$ cat src/rco_pkg.sv
// Contract
// - Generated reference clock drives the dedicated output pin.
// - Same clock is offered internally to timers and logic cells.
// - Four-bit selector codes 0000..1011 pick the twelve listed base sources.
// - Source selector lives in bits 3:0 of the source select register.
// - Setting enable starts the output with no glitch or runt pulse.
// - Clearing enable stops the output at once, mid-period.
// - Enable is bit 7 of the control register; 1 on, 0 off.
// - Divider field divides the base clock by two to the field value.
// - Nonzero divider: duty field gives 0, 25, 50 or 75 percent high.
// - Zero divider: always 50 percent, except duty 00 holds output low.
// - Duty field is bits 4:3, divider field bits 2:0 of control register.
// - Duty field resets to 10, a 50 percent default.
// - In sleep the output keeps running except with the system clock source.
package rco_pkg;

  // Register indices; byte address is four times the index
  localparam logic [11:0] RCO_IDX_CONTROL = 12'h296;
  localparam logic [11:0] RCO_IDX_SOURCE  = 12'h297;
  localparam int          RCO_ADDR_W      = 14;
  localparam logic [13:0] RCO_ADDR_CONTROL = {RCO_IDX_CONTROL, 2'h0};
  localparam logic [13:0] RCO_ADDR_SOURCE  = {RCO_IDX_SOURCE, 2'h0};

  // Control register fields
  localparam int RCO_EN_BIT  = 7;
  localparam int RCO_DC_HI   = 4;
  localparam int RCO_DC_LO   = 3;
  localparam int RCO_DIV_HI  = 2;
  localparam int RCO_DIV_LO  = 0;
  // Source register fields
  localparam int RCO_SEL_HI  = 3;
  localparam int RCO_SEL_LO  = 0;
  localparam int RCO_RUN_BIT = 7;

  // Reset values
  localparam logic       RCO_EN_RESET  = 1'b0;
  localparam logic [1:0] RCO_DC_RESET  = 2'h2;
  localparam logic [2:0] RCO_DIV_RESET = 3'h0;
  localparam logic [3:0] RCO_SEL_RESET = 4'h0;

  // Duty codes
  localparam logic [1:0] RCO_DC_ZERO = 2'h0;
  localparam logic [1:0] RCO_DC_HALF = 2'h2;

  // Source selector codes
  typedef enum logic [3:0] {
    RCO_SRC_SYSTEM   = 4'b0000,
    RCO_SRC_HFINT    = 4'b0001,
    RCO_SRC_LFINT    = 4'b0010,
    RCO_SRC_MF500K   = 4'b0011,
    RCO_SRC_MF32K    = 4'b0100,
    RCO_SRC_SECOND   = 4'b0101,
    RCO_SRC_EXTERNAL = 4'b0110,
    RCO_SRC_OSCCTL   = 4'b0111,
    RCO_SRC_CELL1    = 4'b1000,
    RCO_SRC_CELL2    = 4'b1001,
    RCO_SRC_CELL3    = 4'b1010,
    RCO_SRC_CELL4    = 4'b1011
  } rco_src_e;

  localparam logic [3:0] RCO_SRC_LAST = 4'b1011;

endpackage

$ cat src/rco_ref_clock.sv
`timescale 1ns/100ps
`default_nettype none
// Reference clock output with APB register access
module rco_ref_clock
  import rco_pkg::*;
#(
  parameter int CNT_W = 8
) (
  input  wire logic                     pclk,
  input  wire logic                     presetn,
  input  wire logic                     psel,
  input  wire logic                     penable,
  input  wire logic                     pwrite,
  input  wire logic [31:0]              paddr,
  input  wire logic [31:0]              pwdata,
  input  wire logic [3:0]               pstrb,
  output logic                          pready,
  output logic [31:0]                   prdata,
  output logic                          pslverr,
  input  wire logic                     sleep,
  input  wire logic                     system_osc,
  input  wire logic                     high_freq_internal_osc,
  input  wire logic                     low_freq_internal_osc,
  input  wire logic                     medium_freq_internal_osc_500k,
  input  wire logic                     medium_freq_internal_osc_32k,
  input  wire logic                     secondary_osc,
  input  wire logic                     external_osc,
  input  wire logic                     osc_controlled_output,
  input  wire logic                     logic_cell_one_output,
  input  wire logic                     logic_cell_two_output,
  input  wire logic                     logic_cell_three_output,
  input  wire logic                     logic_cell_four_output,
  output logic                          ref_clock_out_pin,
  output logic                          ref_clock_internal
);
  import rco_pkg::*;

  ////////////////////////////////////////////////////////////////////////////
  // Registers
  logic       en_q;
  logic [1:0] dc_q;
  logic [2:0] div_q;
  logic [3:0] sel_q;
  logic       pready_q;
  logic       pslverr_q;
  logic [31:0] prdata_q;
  logic       pin_q;
  logic       int_q;

  ////////////////////////////////////////////////////////////////////////////
  // Bus decode
  wire logic        setup_phase;
  wire logic        access_done;
  wire logic        hit_control;
  wire logic        hit_source;
  wire logic        mapped;
  wire logic        wr_control;
  wire logic        wr_source;
  wire logic [31:0] read_word;
  wire logic        shaper_active;
  wire logic        shaper_wave;

  assign setup_phase = psel && !penable;
  assign access_done = psel && penable && pready_q;
  assign hit_control = paddr[RCO_ADDR_W-1:0] == RCO_ADDR_CONTROL && paddr[31:RCO_ADDR_W] == '0;
  assign hit_source  = paddr[RCO_ADDR_W-1:0] == RCO_ADDR_SOURCE && paddr[31:RCO_ADDR_W] == '0;
  assign mapped      = hit_control || hit_source;
  // Only the low byte lane carries register bits
  assign wr_control  = access_done && pwrite && hit_control && pstrb[0];
  assign wr_source   = access_done && pwrite && hit_source && pstrb[0];

  // Reserved bits read zero; source word also shows the running state
  assign read_word = hit_control
                   ? {24'h0, en_q, 2'h0, dc_q, div_q}
                   : hit_source
                   ? {24'h0, shaper_active, 3'h0, sel_q}
                   : 32'h0;

  ////////////////////////////////////////////////////////////////////////////
  // Bus handshake, no wait states; pready is registered from the setup phase
  always_ff @(posedge pclk or negedge presetn) begin
    if (!presetn) begin
      pready_q  <= 1'b0;
      pslverr_q <= 1'b0;
      prdata_q  <= 32'h0;
    end else begin
      pready_q  <= setup_phase;
      pslverr_q <= setup_phase && !mapped;
      prdata_q  <= (setup_phase && !pwrite) ? read_word : 32'h0;
    end
  end

  // Control register
  always_ff @(posedge pclk or negedge presetn) begin
    if (!presetn) begin
      en_q  <= RCO_EN_RESET;
      dc_q  <= RCO_DC_RESET;
      div_q <= RCO_DIV_RESET;
    end else if (wr_control) begin
      en_q  <= pwdata[RCO_EN_BIT];
      dc_q  <= pwdata[RCO_DC_HI:RCO_DC_LO];
      div_q <= pwdata[RCO_DIV_HI:RCO_DIV_LO];
    end
  end

  // Source select register
  always_ff @(posedge pclk or negedge presetn) begin
    if (!presetn) begin
      sel_q <= RCO_SEL_RESET;
    end else if (wr_source) begin
      sel_q <= pwdata[RCO_SEL_HI:RCO_SEL_LO];
    end
  end

  ////////////////////////////////////////////////////////////////////////////
  // Base clock selection
  logic base_sel;
  always_comb begin
    base_sel = 1'b0;
    case (sel_q)
      RCO_SRC_SYSTEM:   base_sel = system_osc;
      RCO_SRC_HFINT:    base_sel = high_freq_internal_osc;
      RCO_SRC_LFINT:    base_sel = low_freq_internal_osc;
      RCO_SRC_MF500K:   base_sel = medium_freq_internal_osc_500k;
      RCO_SRC_MF32K:    base_sel = medium_freq_internal_osc_32k;
      RCO_SRC_SECOND:   base_sel = secondary_osc;
      RCO_SRC_EXTERNAL: base_sel = external_osc;
      RCO_SRC_OSCCTL:   base_sel = osc_controlled_output;
      RCO_SRC_CELL1:    base_sel = logic_cell_one_output;
      RCO_SRC_CELL2:    base_sel = logic_cell_two_output;
      RCO_SRC_CELL3:    base_sel = logic_cell_three_output;
      RCO_SRC_CELL4:    base_sel = logic_cell_four_output;
      default:          base_sel = 1'b0;
    endcase
  end

  // Run condition: enabled, legal source, and not the system clock in sleep
  wire logic src_legal;
  wire logic sleep_stop;
  wire logic run;
  assign src_legal  = sel_q <= RCO_SRC_LAST;
  assign sleep_stop = sleep && sel_q == RCO_SRC_SYSTEM;
  assign run        = en_q && src_legal && !sleep_stop;

  rco_shaper #(
    .CNT_W (CNT_W)
  ) u_shaper (
    .pclk    (pclk),
    .presetn (presetn),
    .base    (base_sel),
    .run     (run),
    .div     (div_q),
    .dc      (dc_q),
    .wave    (shaper_wave),
    .active  (shaper_active)
  );

  ////////////////////////////////////////////////////////////////////////////
  // Output flops; gated by run so a disable lands on the next edge
  always_ff @(posedge pclk or negedge presetn) begin
    if (!presetn) begin
      pin_q <= 1'b0;
      int_q <= 1'b0;
    end else begin
      pin_q <= run && shaper_wave;
      int_q <= run && shaper_wave;
    end
  end

  assign pready             = pready_q;
  assign pslverr            = pslverr_q;
  assign prdata             = prdata_q;
  assign ref_clock_out_pin  = pin_q;
  assign ref_clock_internal = int_q;

endmodule // rco_ref_clock
`default_nettype wire

$ cat src/rco_shaper.sv
`timescale 1ns/100ps
`default_nettype none
// Divider and duty shaper stepping on both edges of the base clock
module rco_shaper
  import rco_pkg::*;
#(
  parameter int CNT_W = 8
) (
  input  wire logic       pclk,
  input  wire logic       presetn,
  input  wire logic       base,
  input  wire logic       run,
  input  wire logic [2:0] div,
  input  wire logic [1:0] dc,
  output logic            wave,
  output logic            active
);

  logic             base_q;
  logic [CNT_W-1:0] half_q;
  logic [CNT_W-1:0] half_d;
  logic             active_q;
  logic             wave_q;
  logic [2:0]       div_q;
  logic [1:0]       dc_q;
  wire logic             edge_seen;
  wire logic [CNT_W-1:0] period_last;
  wire logic [CNT_W-1:0] high_halves;
  wire logic             wrap;

  // Halves per period minus one: two to the divider, doubled
  function automatic logic [CNT_W-1:0] halves_last(input logic [2:0] d);
    halves_last = CNT_W'((1 << (d + 1)) - 1);
  endfunction

  // High halves per period for the duty code
  function automatic logic [CNT_W-1:0] halves_high(input logic [2:0] d, input logic [1:0] c);
    logic [CNT_W+1:0] prod;
    prod = {2'h0, halves_last(d)} + 1'b1;
    prod = prod * c;
    halves_high = prod[CNT_W+1:2];
  endfunction

  // High halves for given settings; undivided base stays 50 percent unless duty is off
  function automatic logic [CNT_W-1:0] halves_on(input logic [2:0] d, input logic [1:0] c);
    if (d == RCO_DIV_RESET) begin
      halves_on = (c == RCO_DC_ZERO) ? '0 : CNT_W'(1);
    end else begin
      halves_on = halves_high(d, c);
    end
  endfunction

  assign edge_seen   = base != base_q;
  assign period_last = halves_last(div_q);
  // High halves of the running period, from the latched settings
  assign high_halves = halves_on(div_q, dc_q);
  assign wrap        = half_q == period_last;
  assign half_d      = wrap ? '0 : half_q + 1'b1;

  // Base edge tracker
  always_ff @(posedge pclk or negedge presetn) begin
    if (!presetn) begin
      base_q <= 1'b0;
    end else begin
      base_q <= base;
    end
  end

  // Start only on a base rising edge, so the first high phase is whole
  always_ff @(posedge pclk or negedge presetn) begin
    if (!presetn) begin
      active_q <= 1'b0;
      half_q   <= '0;
      div_q    <= RCO_DIV_RESET;
      dc_q     <= RCO_DC_RESET;
      wave_q   <= 1'b0;
    end else if (!run) begin
      active_q <= 1'b0;
      half_q   <= '0;
      wave_q   <= 1'b0;
    end else if (!active_q) begin
      div_q <= div;
      dc_q  <= dc;
      if (edge_seen && base) begin
        active_q <= 1'b1;
        half_q   <= '0;
        // Latched copy still holds the last run's settings, so use the live ones
        wave_q   <= halves_on(div, dc) != '0;
      end
    end else if (edge_seen) begin
      // Live settings follow at period boundaries only
      half_q <= half_d;
      if (wrap) begin
        div_q <= div;
        dc_q  <= dc;
      end
      // A new period opens with the settings that it latches
      wave_q <= wrap ? (halves_on(div, dc) != '0) : (half_d < high_halves);
    end
  end

  assign wave   = wave_q;
  assign active = active_q;

endmodule // rco_shaper
`default_nettype wire

$ cat config.mk
export PLATFORM = sky130hd
export DESIGN_NAME = rco_ref_clock
export DESIGN_NICKNAME = d
export VERILOG_FILES = /design/src/rco_pkg.sv /design/src/rco_ref_clock.sv /design/src/rco_shaper.sv
export SDC_FILE = /design/constraint.sdc
export NUM_CORES = 1
export LEC_CHECK = 0
export BUFFER_PORTS_ARGS = -buffer_cell sky130_fd_sc_hd__buf_2
export CELL_PAD_IN_SITES_DETAIL_PLACEMENT = 1
export CELL_PAD_IN_SITES_GLOBAL_PLACEMENT = 1
export CORE_MARGIN = 2
export CORE_UTILIZATION = 36
export CTS_CLUSTER_SIZE = 16
export DETAILED_ROUTE_END_ITERATION = 8
export HOLD_SLACK_MARGIN = 0.15
export PLACE_DENSITY_LB_ADDON = 0.25
export SLEW_MARGIN = 10
export SYNTH_ARGS = -nofsm -noshare
export SYNTH_HDL_FRONTEND = slang
export SYNTH_SLANG_ARGS = --single-unit
$ cat constraint.sdc
create_clock -name pclk -period 6.8 [get_ports pclk]
set_clock_uncertainty 0.2 [all_clocks]
set_input_delay 0.68 -clock pclk [delete_from_list [all_inputs] [get_ports pclk]]
set_output_delay 0.68 -clock pclk [all_outputs]
set_load 0.02 [all_outputs]
# Word-level counts from Yosys, hierarchy flattened
# Index checks and enable logic that the tools add are counted.
# op_classes
n_addsub	7
multipliers	2
n_lt_le_gt_ge	2
n_eq_ne	19
shifts	2
muxes	33
n_reduce_logical	32
# ops
operator	n
2-to-1 mux 8 bit	16
left shift 1 x 32 -> 8 bit (first input constant)	2
equality test 14 x 12 -> 1 bit (second input constant)	2
multiplier 10 x 2 -> 10 bit	2
adder 8 x 1 -> 9 bit (second input constant)	2
logical NOT 18 bit	1
logical AND 1 bit	17
equality test 4 x 3 -> 1 bit (second input constant)	4
equality test 4 bit (second input constant)	4
nonzero test 8 bit	2
subtractor 8 x 2 -> 8 bit (second input constant)	2
one-hot mux 1 bit (12 select lines)	1
2-to-1 mux 1 bit	10
2-to-1 mux 3 bit	3
adder 3 x 1 -> 4 bit (second input constant)	2
adder 8 x 1 -> 8 bit (second input constant)	1
equality test 4 x 2 -> 1 bit (second input constant)	2
equality test 8 bit	1
less-than comparator 8 bit	1
logical NOT 3 bit	2
2-to-1 mux 2 bit	3
equality test 4 x 1 -> 1 bit (second input constant)	1
<= comparator 4 bit (second input constant)	1
logical NOT 1 bit	4
other kinds (9)	11
# word_totals
ff_bits	37
input_bits	86
out_inout_bits	36
wordCells	111

# Depth between registers and ports, before layout
# Gate-level depths: netlist of run 1.
# logic_depth
ltp_word	14
mapped_depth	21

# Modules after synthesis
# From an unflattened synthesis of run 1, not the netlist that was laid out.
# hier_totals
cells_unflattened	441
area_unflattened_um2	3741.1
# by_module_without_submodules
module	n_inst	cells_per_inst	area_per_inst_um2	seq_area_each_um2
rco_shaper	1	338	2513.7	401.6
rco_ref_clock	1	103	1227.4	476.7

# Least setup slack after synthesis of run 1
# OpenSTA, ideal clock, no wires.
# synth_path
kind	reg2reg
startpoint	reg u_shaper.div_q[1]
endpoint	reg u_shaper.wave_q, in the netlist u_shaper.wave
setup_time_ns	0.076
t_arrival_ns	4.033
required_time_ns	6.524
setup_slack_ns	2.491
path_stages_with_launch	20
cell_sequence	dfrtp_1 > buf_6 > or3_1 > buf_6 > ha_1 > xnor2_1 > and2_1 > fa_1 > a21o_1 > a21oi_1 > a2bb2oi_1 > a21oi_1 > nor4b_1 > or3_1 > ha_1 > a2111oi_0 > o21ai_0 > o22ai_1 > a22oi_1 > o21ai_1
# synth_between
elab_chain_cells	11
elab_cells_between_ends	14
# synth_rtl
item	line	text
start, declared	rco_shaper.sv:24	logic [2:0] div_q;
start signal, assigned	rco_shaper.sv:82	div_q <= div;
start signal, assigned	rco_shaper.sv:94	div_q <= div;
adder 3 x 1 -> 4 bit	rco_shaper.sv:33	halves_last = CNT_W'((1 << (d + 1)) - 1);
left shift 1 x 32 -> 8 bit	rco_shaper.sv:33	
subtractor 8 x 2 -> 8 bit	rco_shaper.sv:33	
adder 8 x 1 -> 9 bit	rco_shaper.sv:39	prod = {2'h0, halves_last(d)} + 1'b1;
multiplier 10 x 2 -> 10 bit	rco_shaper.sv:40	prod = prod * c;
2-to-1 mux 8 bit	rco_shaper.sv:46	if (d == RCO_DIV_RESET) begin
less-than comparator 8 bit	rco_shaper.sv:98	wave_q <= wrap ? (halves_on(div, dc) != '0) : (half_d < high_halves);
2-to-1 mux 1 bit *	rco_shaper.sv:98	
2-to-1 mux 1 bit *	rco_shaper.sv:90	end else if (edge_seen) begin
2-to-1 mux 1 bit *	rco_shaper.sv:81	end else if (!active_q) begin
2-to-1 mux 1 bit *	rco_shaper.sv:77	end else if (!run) begin
end signal, assigned	rco_shaper.sv:98	
end, declared	rco_shaper.sv:23	logic wave_q;
# Every way passes the cells marked *; elsewhere a longest branch is shown, timed or not. The select of a mux whose other input is x is not followed.
# A chain may end at the register's enable or synchronous reset.

# Final worst setup path of run 1
# layout_path
startpoint	reg u_shaper.div_q[2]
endpoint	reg u_shaper.wave_q, in the netlist u_shaper.wave
# Same word-level chain as after synthesis.

==> results.cfg, run 1 <==
[clock_network]
clockRootBuffer = clkbuf_8
clock_path_buffers = 2
clk_latency_ps = 290
clock-sinks = 35
cts_hold_buf = 0
cts_setup_buffers = 0
clkSlewWorstSetupHoldPaths_ps = 80
cts_buffers = 5
cts_resized = 0
cts_tree = done
cts_max_level = 2

[worst_setup_path]
end_kind = flop
slowest_delay_ps = 570
worstPathRequired_ps = 6820
critical_path_class = reg2reg
crit_chain = or3_1, ha_1, xnor2_1, and2_1, fa_1, a21o_1, a21oi_1, a2bb2oi_1, a21oi_1, nor4b_1, or3_1, ha_1, a2111oi_0, o21ai_0, o22ai_1, a22oi_1, o21ai_1
cp.arrival_ps = 4950
critPathLaunchType = flop
slowest_stage = dfrtp_1
crit_fanout = 17

[power_and_ir_drop]
clock_power_share = 0.433
p_per_area_nw_per_um2 = 114
p_sw_frac = 0.253
pwr-share-comb = 0.102
total_power_uw = 450
p_int_uw = 337
p_switching_uw = 114
leakage_uw = 0.00181
ir_drop_mv = 0.0786
power_frac_seq = 0.464

[die]
die_area_um2 = 10600
io_pins = 122
coreArea_um2 = 9640
row_count = 36
start_util = 0.367
die_w_um = 103
die_h_um = 103

[yosys]
synth_seq_area_share = 0.248
netlist_area_um2 = 3540
synth_cells = 406
synth_top_area_frac = 0.233
synth_top_flop_cell = dfrtp_1
synthArstFlopShare = 1.00
synth_warnings = 0
synth_top_area_cell = dfrtp_1
ys_ff_latch = 35
syn_avg_cell_area_um2 = 8.71
ys_types = 65
synthTopCellsByArea = dfrtp_1 23%, ha_1 9.9%, buf_4 5.7%, xnor2_1 4.5%, nor2_1 4.0%
synth-edff-count = 0

[timing]
fin_setup_tns_ps = 0
hold_violations = 0
max_freq_mhz = 203
worst_pin_slew_ps = 804
drv_slew = 0
fin_ws_ps = 1870
finalSetupViolations = 0
fin_crit_sh = 0.725
maxSlewHeadroom = 0.464
min_period_ps = 4930
rsz0062_at_grt = no

[finish]
mostFrequentLayoutCell = buf_2
nFillCells = 1223
final_cell_mix = 66 x buf_2, 38 x nor2_1, 33 x dfrtp_1
drive_gt1_frac = 0.225
nets = 582
area_delta_synth_final_pct = 12.1
design_area_um2 = 3970
n_antenna_cell = 0

[route]
drt_wl_total_um = 8460
wl_met3_um = 280
wire_per_inst_um = 14.1
firstDrtPassIters = 4
dr.first_iter.drc_count = 31
drc = 0
vias = 3047
highest_layer = met4
vias_per_cell = 5.08
wl_met2_um = 4030
drt-met1-wl_um = 4070
drtAntennaViolNets = 0

[outcome]
status = finished clean

[place]
port_buffers = 66
hpwlAfterDp_um = 6880
dp_slack_ps = 1910
dpl_cell_area_um2 = 3850
place_congestion = 0.771

[grt]
track_usage = 0.171
grt_max_degree = 36
grt_overflow_total = 0
antenna_found_initial = 0
grt_pass1_vias = 3109
grt_pass1_wl_um = 14700

[min_path]
hold_path_class = in2async

[flow_run]
drv_cap = 0
==> Yosys cell counts (3+ instances only) <==
cell type  number
nor2_1         38
dfrtp_1        33
ha_1           28
nand2_1        28
buf_4          27
a21oi_1        20
nor2b_1        18
xnor2_1        18
and2_1         13
nor3_1         13
inv_1          11
mux2_2         11
clkbuf_1        8
nand3_1         8
mux2i_1         7
nand2b_1        7
nor4_1          7
xor2_1          7
a211oi_1        6
mux2_1          5
o21ai_0         5
or3_1           5
a31oi_1         4
buf_6           4
nand4_1         4
nor3b_1         4
nor4bb_1        4
o21a_1          4
or2_2           4
buf_2           3
mux4_2          3
nor4b_1         3
o21ai_1         3
o21ai_2         3
==> sequential cells by signal, indices dropped and copies added, names as in the netlist <==
| register | cells |
|---|---|
| ref_clock_internal | 1 |
| dc_q | 2 |
| prdata | 6 |
| pready | 1 |
| pslverr | 1 |
| u_shaper.half_q | 8 |
| u_shaper.dc_q | 2 |
| div_q | 3 |
| u_shaper.wave | 1 |
| en_q | 1 |
| u_shaper.div_q | 3 |
| u_shaper.active | 1 |
| u_shaper.base_q | 1 |
| sel_q | 4 |
==> per-stage QoR <==
step	cells	utilization	hold slack (ps)
floorplan	435	-	184
global placement	592	0.399	270
detailed placement	592	0.399	283
CTS	600	0.411	297
global route	600	0.411	334
finish	600	0.411	267
==> power groups by stage <==
stage	Clock, uW	Combinational, uW	Sequential (uW)
3_3_place_gp	0	45.4	213
5_1_grt	208	51.7	209
2_1_floorplan	0	33.5	214
6_report	195	46.1	209
3_5_place_dp	0	46.2	213
4_1_cts	202	46.4	209
==> logic make-up after synthesis <==
family                   count (synthesis)  synth area share
multiplexers                            26            0.0898
adder cells (fa/ha/maj)                 30             0.110
AND/OR/NAND/NOR                        165             0.251
XOR/XNOR                                25            0.0619
other                                    2           0.00212
AO/OA/AOI/OAI                           70             0.142
buffers and inverters                   53            0.0944
flip-flops                              35             0.248
==> worst paths after layout <==
| check | startpoint | slack [ps] | cells after the start | end |
|---|---|---|---|---|
| max in group asynchronous | presetn | 5620 | 1 | u_shaper.half_q[4] |
| hold reg to reg | u_shaper.wave | 300 | 1 | ref_clock_internal |
| hold / removal | presetn | 270 | 1 | pready |
| setup reg to reg | u_shaper.div_q[2] | 1870 | 17 | u_shaper.wave |
| setup / recovery | u_shaper.div_q[2] | 1870 | 17 | u_shaper.wave |
| min in group pclk | u_shaper.wave | 300 | 1 | ref_clock_internal |
==> layout make-up <==
type / instances / area [um^2] / area share
tap: 133 / 166 / 0.0420
clock inverter: 3 / 46.3 / 0.0117
inverter: 11 / 41.3 / 0.0104
sequential: 35 / 878 / 0.222
timing repair buffer: 66 / 330 / 0.0833
multi-input combinational: 347 / 2430 / 0.614
clock buffer: 5 / 68.8 / 0.0174
==> critical path: cells and delay by family, from the launching register on <==
| family | cells | cell delay (ps) |
|---|---|---|
| AOI/OAI and AO/OA | 9 | 1760 |
| xor gates and xnor gates | 1 | 160 |
| adders and majority gates | 3 | 960 |
| DFF | 1 | 570 |
| and+or+nand+nor | 4 | 1230 |
==> routing by layer <==
layer / up-vias / global-route usage
li1: 1504 / -
met1: 1476 / 0.237
met2: 58 / 0.285
met3: 9 / 0.0285
met4: 0 / 0.0324
met5: - / 0
(Power assumes the default switching activity.)
==> run 2: changes to the inputs <==
==> constraint.sdc (replaced) <==
create_clock -name pclk -period 5.1 [get_ports pclk]
set_clock_uncertainty 0.2 [all_clocks]
set_input_delay 0.51 -clock pclk [delete_from_list [all_inputs] [get_ports pclk]]
set_output_delay 0.51 -clock pclk [all_outputs]
set_load 0.02 [all_outputs]
==> run 2 against run 1 <==
Hold slack got worse by 27 ps; global-route usage is 0.68 points higher; non-clock buffer count rose by 3; largest cell class unchanged; sequential share of layout area fell by 0.11 points; via count is 0.20% lower; count of clock-buffer cells in the layout unchanged; flip-flop and latch count is the same; maximum frequency up 3.4%; critical endpoint unchanged; highest routed layer unchanged; total power increased by 35%; core utilization rose by 0.27 points.
==> results.cfg, run 2 (synthesis results as in run 1) <==
[finish]
largest_reg_flops = 8
nFillCells = 1226
n_antenna_cell = 0
register_area_um2 = 880
final_cell_mix = 66 x buf_2, 38 x nor2_1, 32 x dfrtp_1
drive_gt1_frac = 0.230
largest_register = u_shaper.half_q
design_area_um2 = 3990
mostFrequentLayoutCell = buf_2
nets = 585
final_cells = 603
area_delta_synth_final_pct = 12.8
multi_input_area_um2 = 2430

[place]
dp.cells = 594
dpl_cell_area_um2 = 3860
port_buffers = 66
place_congestion = 0.775
hpwlAfterDp_um = 7130

[power_and_ir_drop]
leakage_uw = 0.00182
total_power_uw = 607
ir_drop_mv = 0.108
p_per_area_nw_per_um2 = 152

[die]
io_pins = 122
coreArea_um2 = 9640
die_h_um = 103
row_count = 36
die_area_um2 = 10600
start_util = 0.367
die_w_um = 103

[timing]
finalSetupViolations = 0
max_freq_mhz = 210
worst_pin_slew_ps = 815
maxSlewHeadroom = 0.457
rsz0062_at_grt = no
fin_crit_sh = 0.935
fin_setup_tns_ps = 0
min_period_ps = 4770
hold_violations = 0
drv_slew = 0

[clock_network]
cts_max_level = 2
cts_buffers = 5
clk_latency_ps = 300
clkSlewWorstSetupHoldPaths_ps = 80
cts_tree = done
clock_path_buffers = 2
cts_setup_buffers = 0
clockRootBuffer = clkbuf_8
clock-sinks = 35

[worst_setup_path]
critical_path.top_delay_family = compound AO/OA/AOI/OAI gates
critical_path_class = reg2reg
worstPathRequired_ps = 5120
reg2reg_depth = 19
slowest_delay_ps = 470
slowest_stage = dfrtp_1
crit_top_cell = ha_1
crit_fanout = 7
path_buf_inv = 1
r2r_end = u_shaper.wave
crit_chain = inv_1, nand2_1, or2_2, ha_1, xnor2_1, nor2b_1, ha_1, a21o_1, a21oi_1, a2bb2oi_1, a21oi_1, nor4b_1, or3_1, ha_1, a2111oi_0, o21ai_0, o22ai_1, a22oi_1, o21ai_1
ff2ff_setup_slack_ps = 330
cp.arrival_ps = 4790
worstReg2RegStart = u_shaper.div_q[0]
critPathLaunchType = flop
end_kind = flop

[route]
drtAntennaViolNets = 0
vias = 3041
dr.first_iter.drc_count = 56
vias_per_cell = 5.04
drt_wl_total_um = 8850
drt-met1-wl_um = 4150
highest_layer = met4
wire_per_inst_um = 14.7
wl_met3_um = 258
firstDrtPassIters = 4
drc = 0
wl_met2_um = 4380

[flow_run]
drv_cap = 0

[min_path]
hold_path_class = in2reg
hold_start = pwdata[4]
hold_path_depth = 2
min_to = dc_q[1]

[outcome]
status = finished clean

[grt]
grt_overflow_total = 0
antenna_found_initial = 0
grt_pass1_wl_um = 15100
grt_max_degree = 36
grt_pass1_vias = 3196
track_usage = 0.178
run 2: cell type report:
cell class | instances | area share
flip-flops and latches | 35 | 0.220
clock inverters | 3 | 0.0116
repair buffers | 69 | 0.0890
well taps | 133 | 0.0417
multi-input cells | 347 | 0.610
inverters | 11 | 0.0103
clock buffers | 5 | 0.0172
run 2: report_power, final:
group	total [uW]	leakage [uW]	internal (uW)	switching [uW]
Clock	266	0.0000548	147	118
Sequential	279	0.000476	278	0.377
Combinational	62.8	0.00129	23.7	39.1
Total	607	0.00182	450	158
run 2: routing by layer:
metal,track usage,up-vias
li1,-,1511
met1,0.237,1473
met2,0.312,50
met3,0.0264,7
met4,0.0294,0
met5,0,-
run 2: through the flow:
step | setup WS, ps | hold WS [ps] | util
finish | 333 | 240 | 0.414
global route | 23.9 | 249 | 0.414
CTS | 282 | 234 | 0.414
detailed placement | 323 | 289 | 0.401
global placement | 367 | 270 | 0.401
floorplan | 791 | 14.4 | -
run 2: worst reg2reg max path, stage by stage, from the launching register on:
cell and delay (ps):
dfrtp_1 470, inv_1 150, nand2_1 100, or2_2 300, ha_1 350, xnor2_1 230
nor2b_1 70, ha_1 320, a21o_1 190, a21oi_1 230, a2bb2oi_1 250, a21oi_1 130
nor4b_1 160, or3_1 370, ha_1 210, a2111oi_0 380, o21ai_0 160, o22ai_1 230
a22oi_1 100, o21ai_1 100
run 2: worst max path at each step:
stage	startpoint	to	slack, ps	depth (start not counted)
2_1_floorplan	u_shaper.div_q[1]	u_shaper.wave	790	19
3_3_place_gp	u_shaper.div_q[1]	u_shaper.wave	370	18
3_5_place_dp	u_shaper.div_q[1]	u_shaper.wave	320	18
4_1_cts	u_shaper.div_q[1]	u_shaper.wave	280	18
5_1_grt	u_shaper.div_q[0]	u_shaper.wave	20	19
6_report	u_shaper.div_q[0]	u_shaper.wave	330	19
run 2: timing repair:
item,CTS,global route
endpoints found under the hold margin,33,0
gates resized for setup,0,1
hold buffers,1,0
setup endpoints to repair,0,1
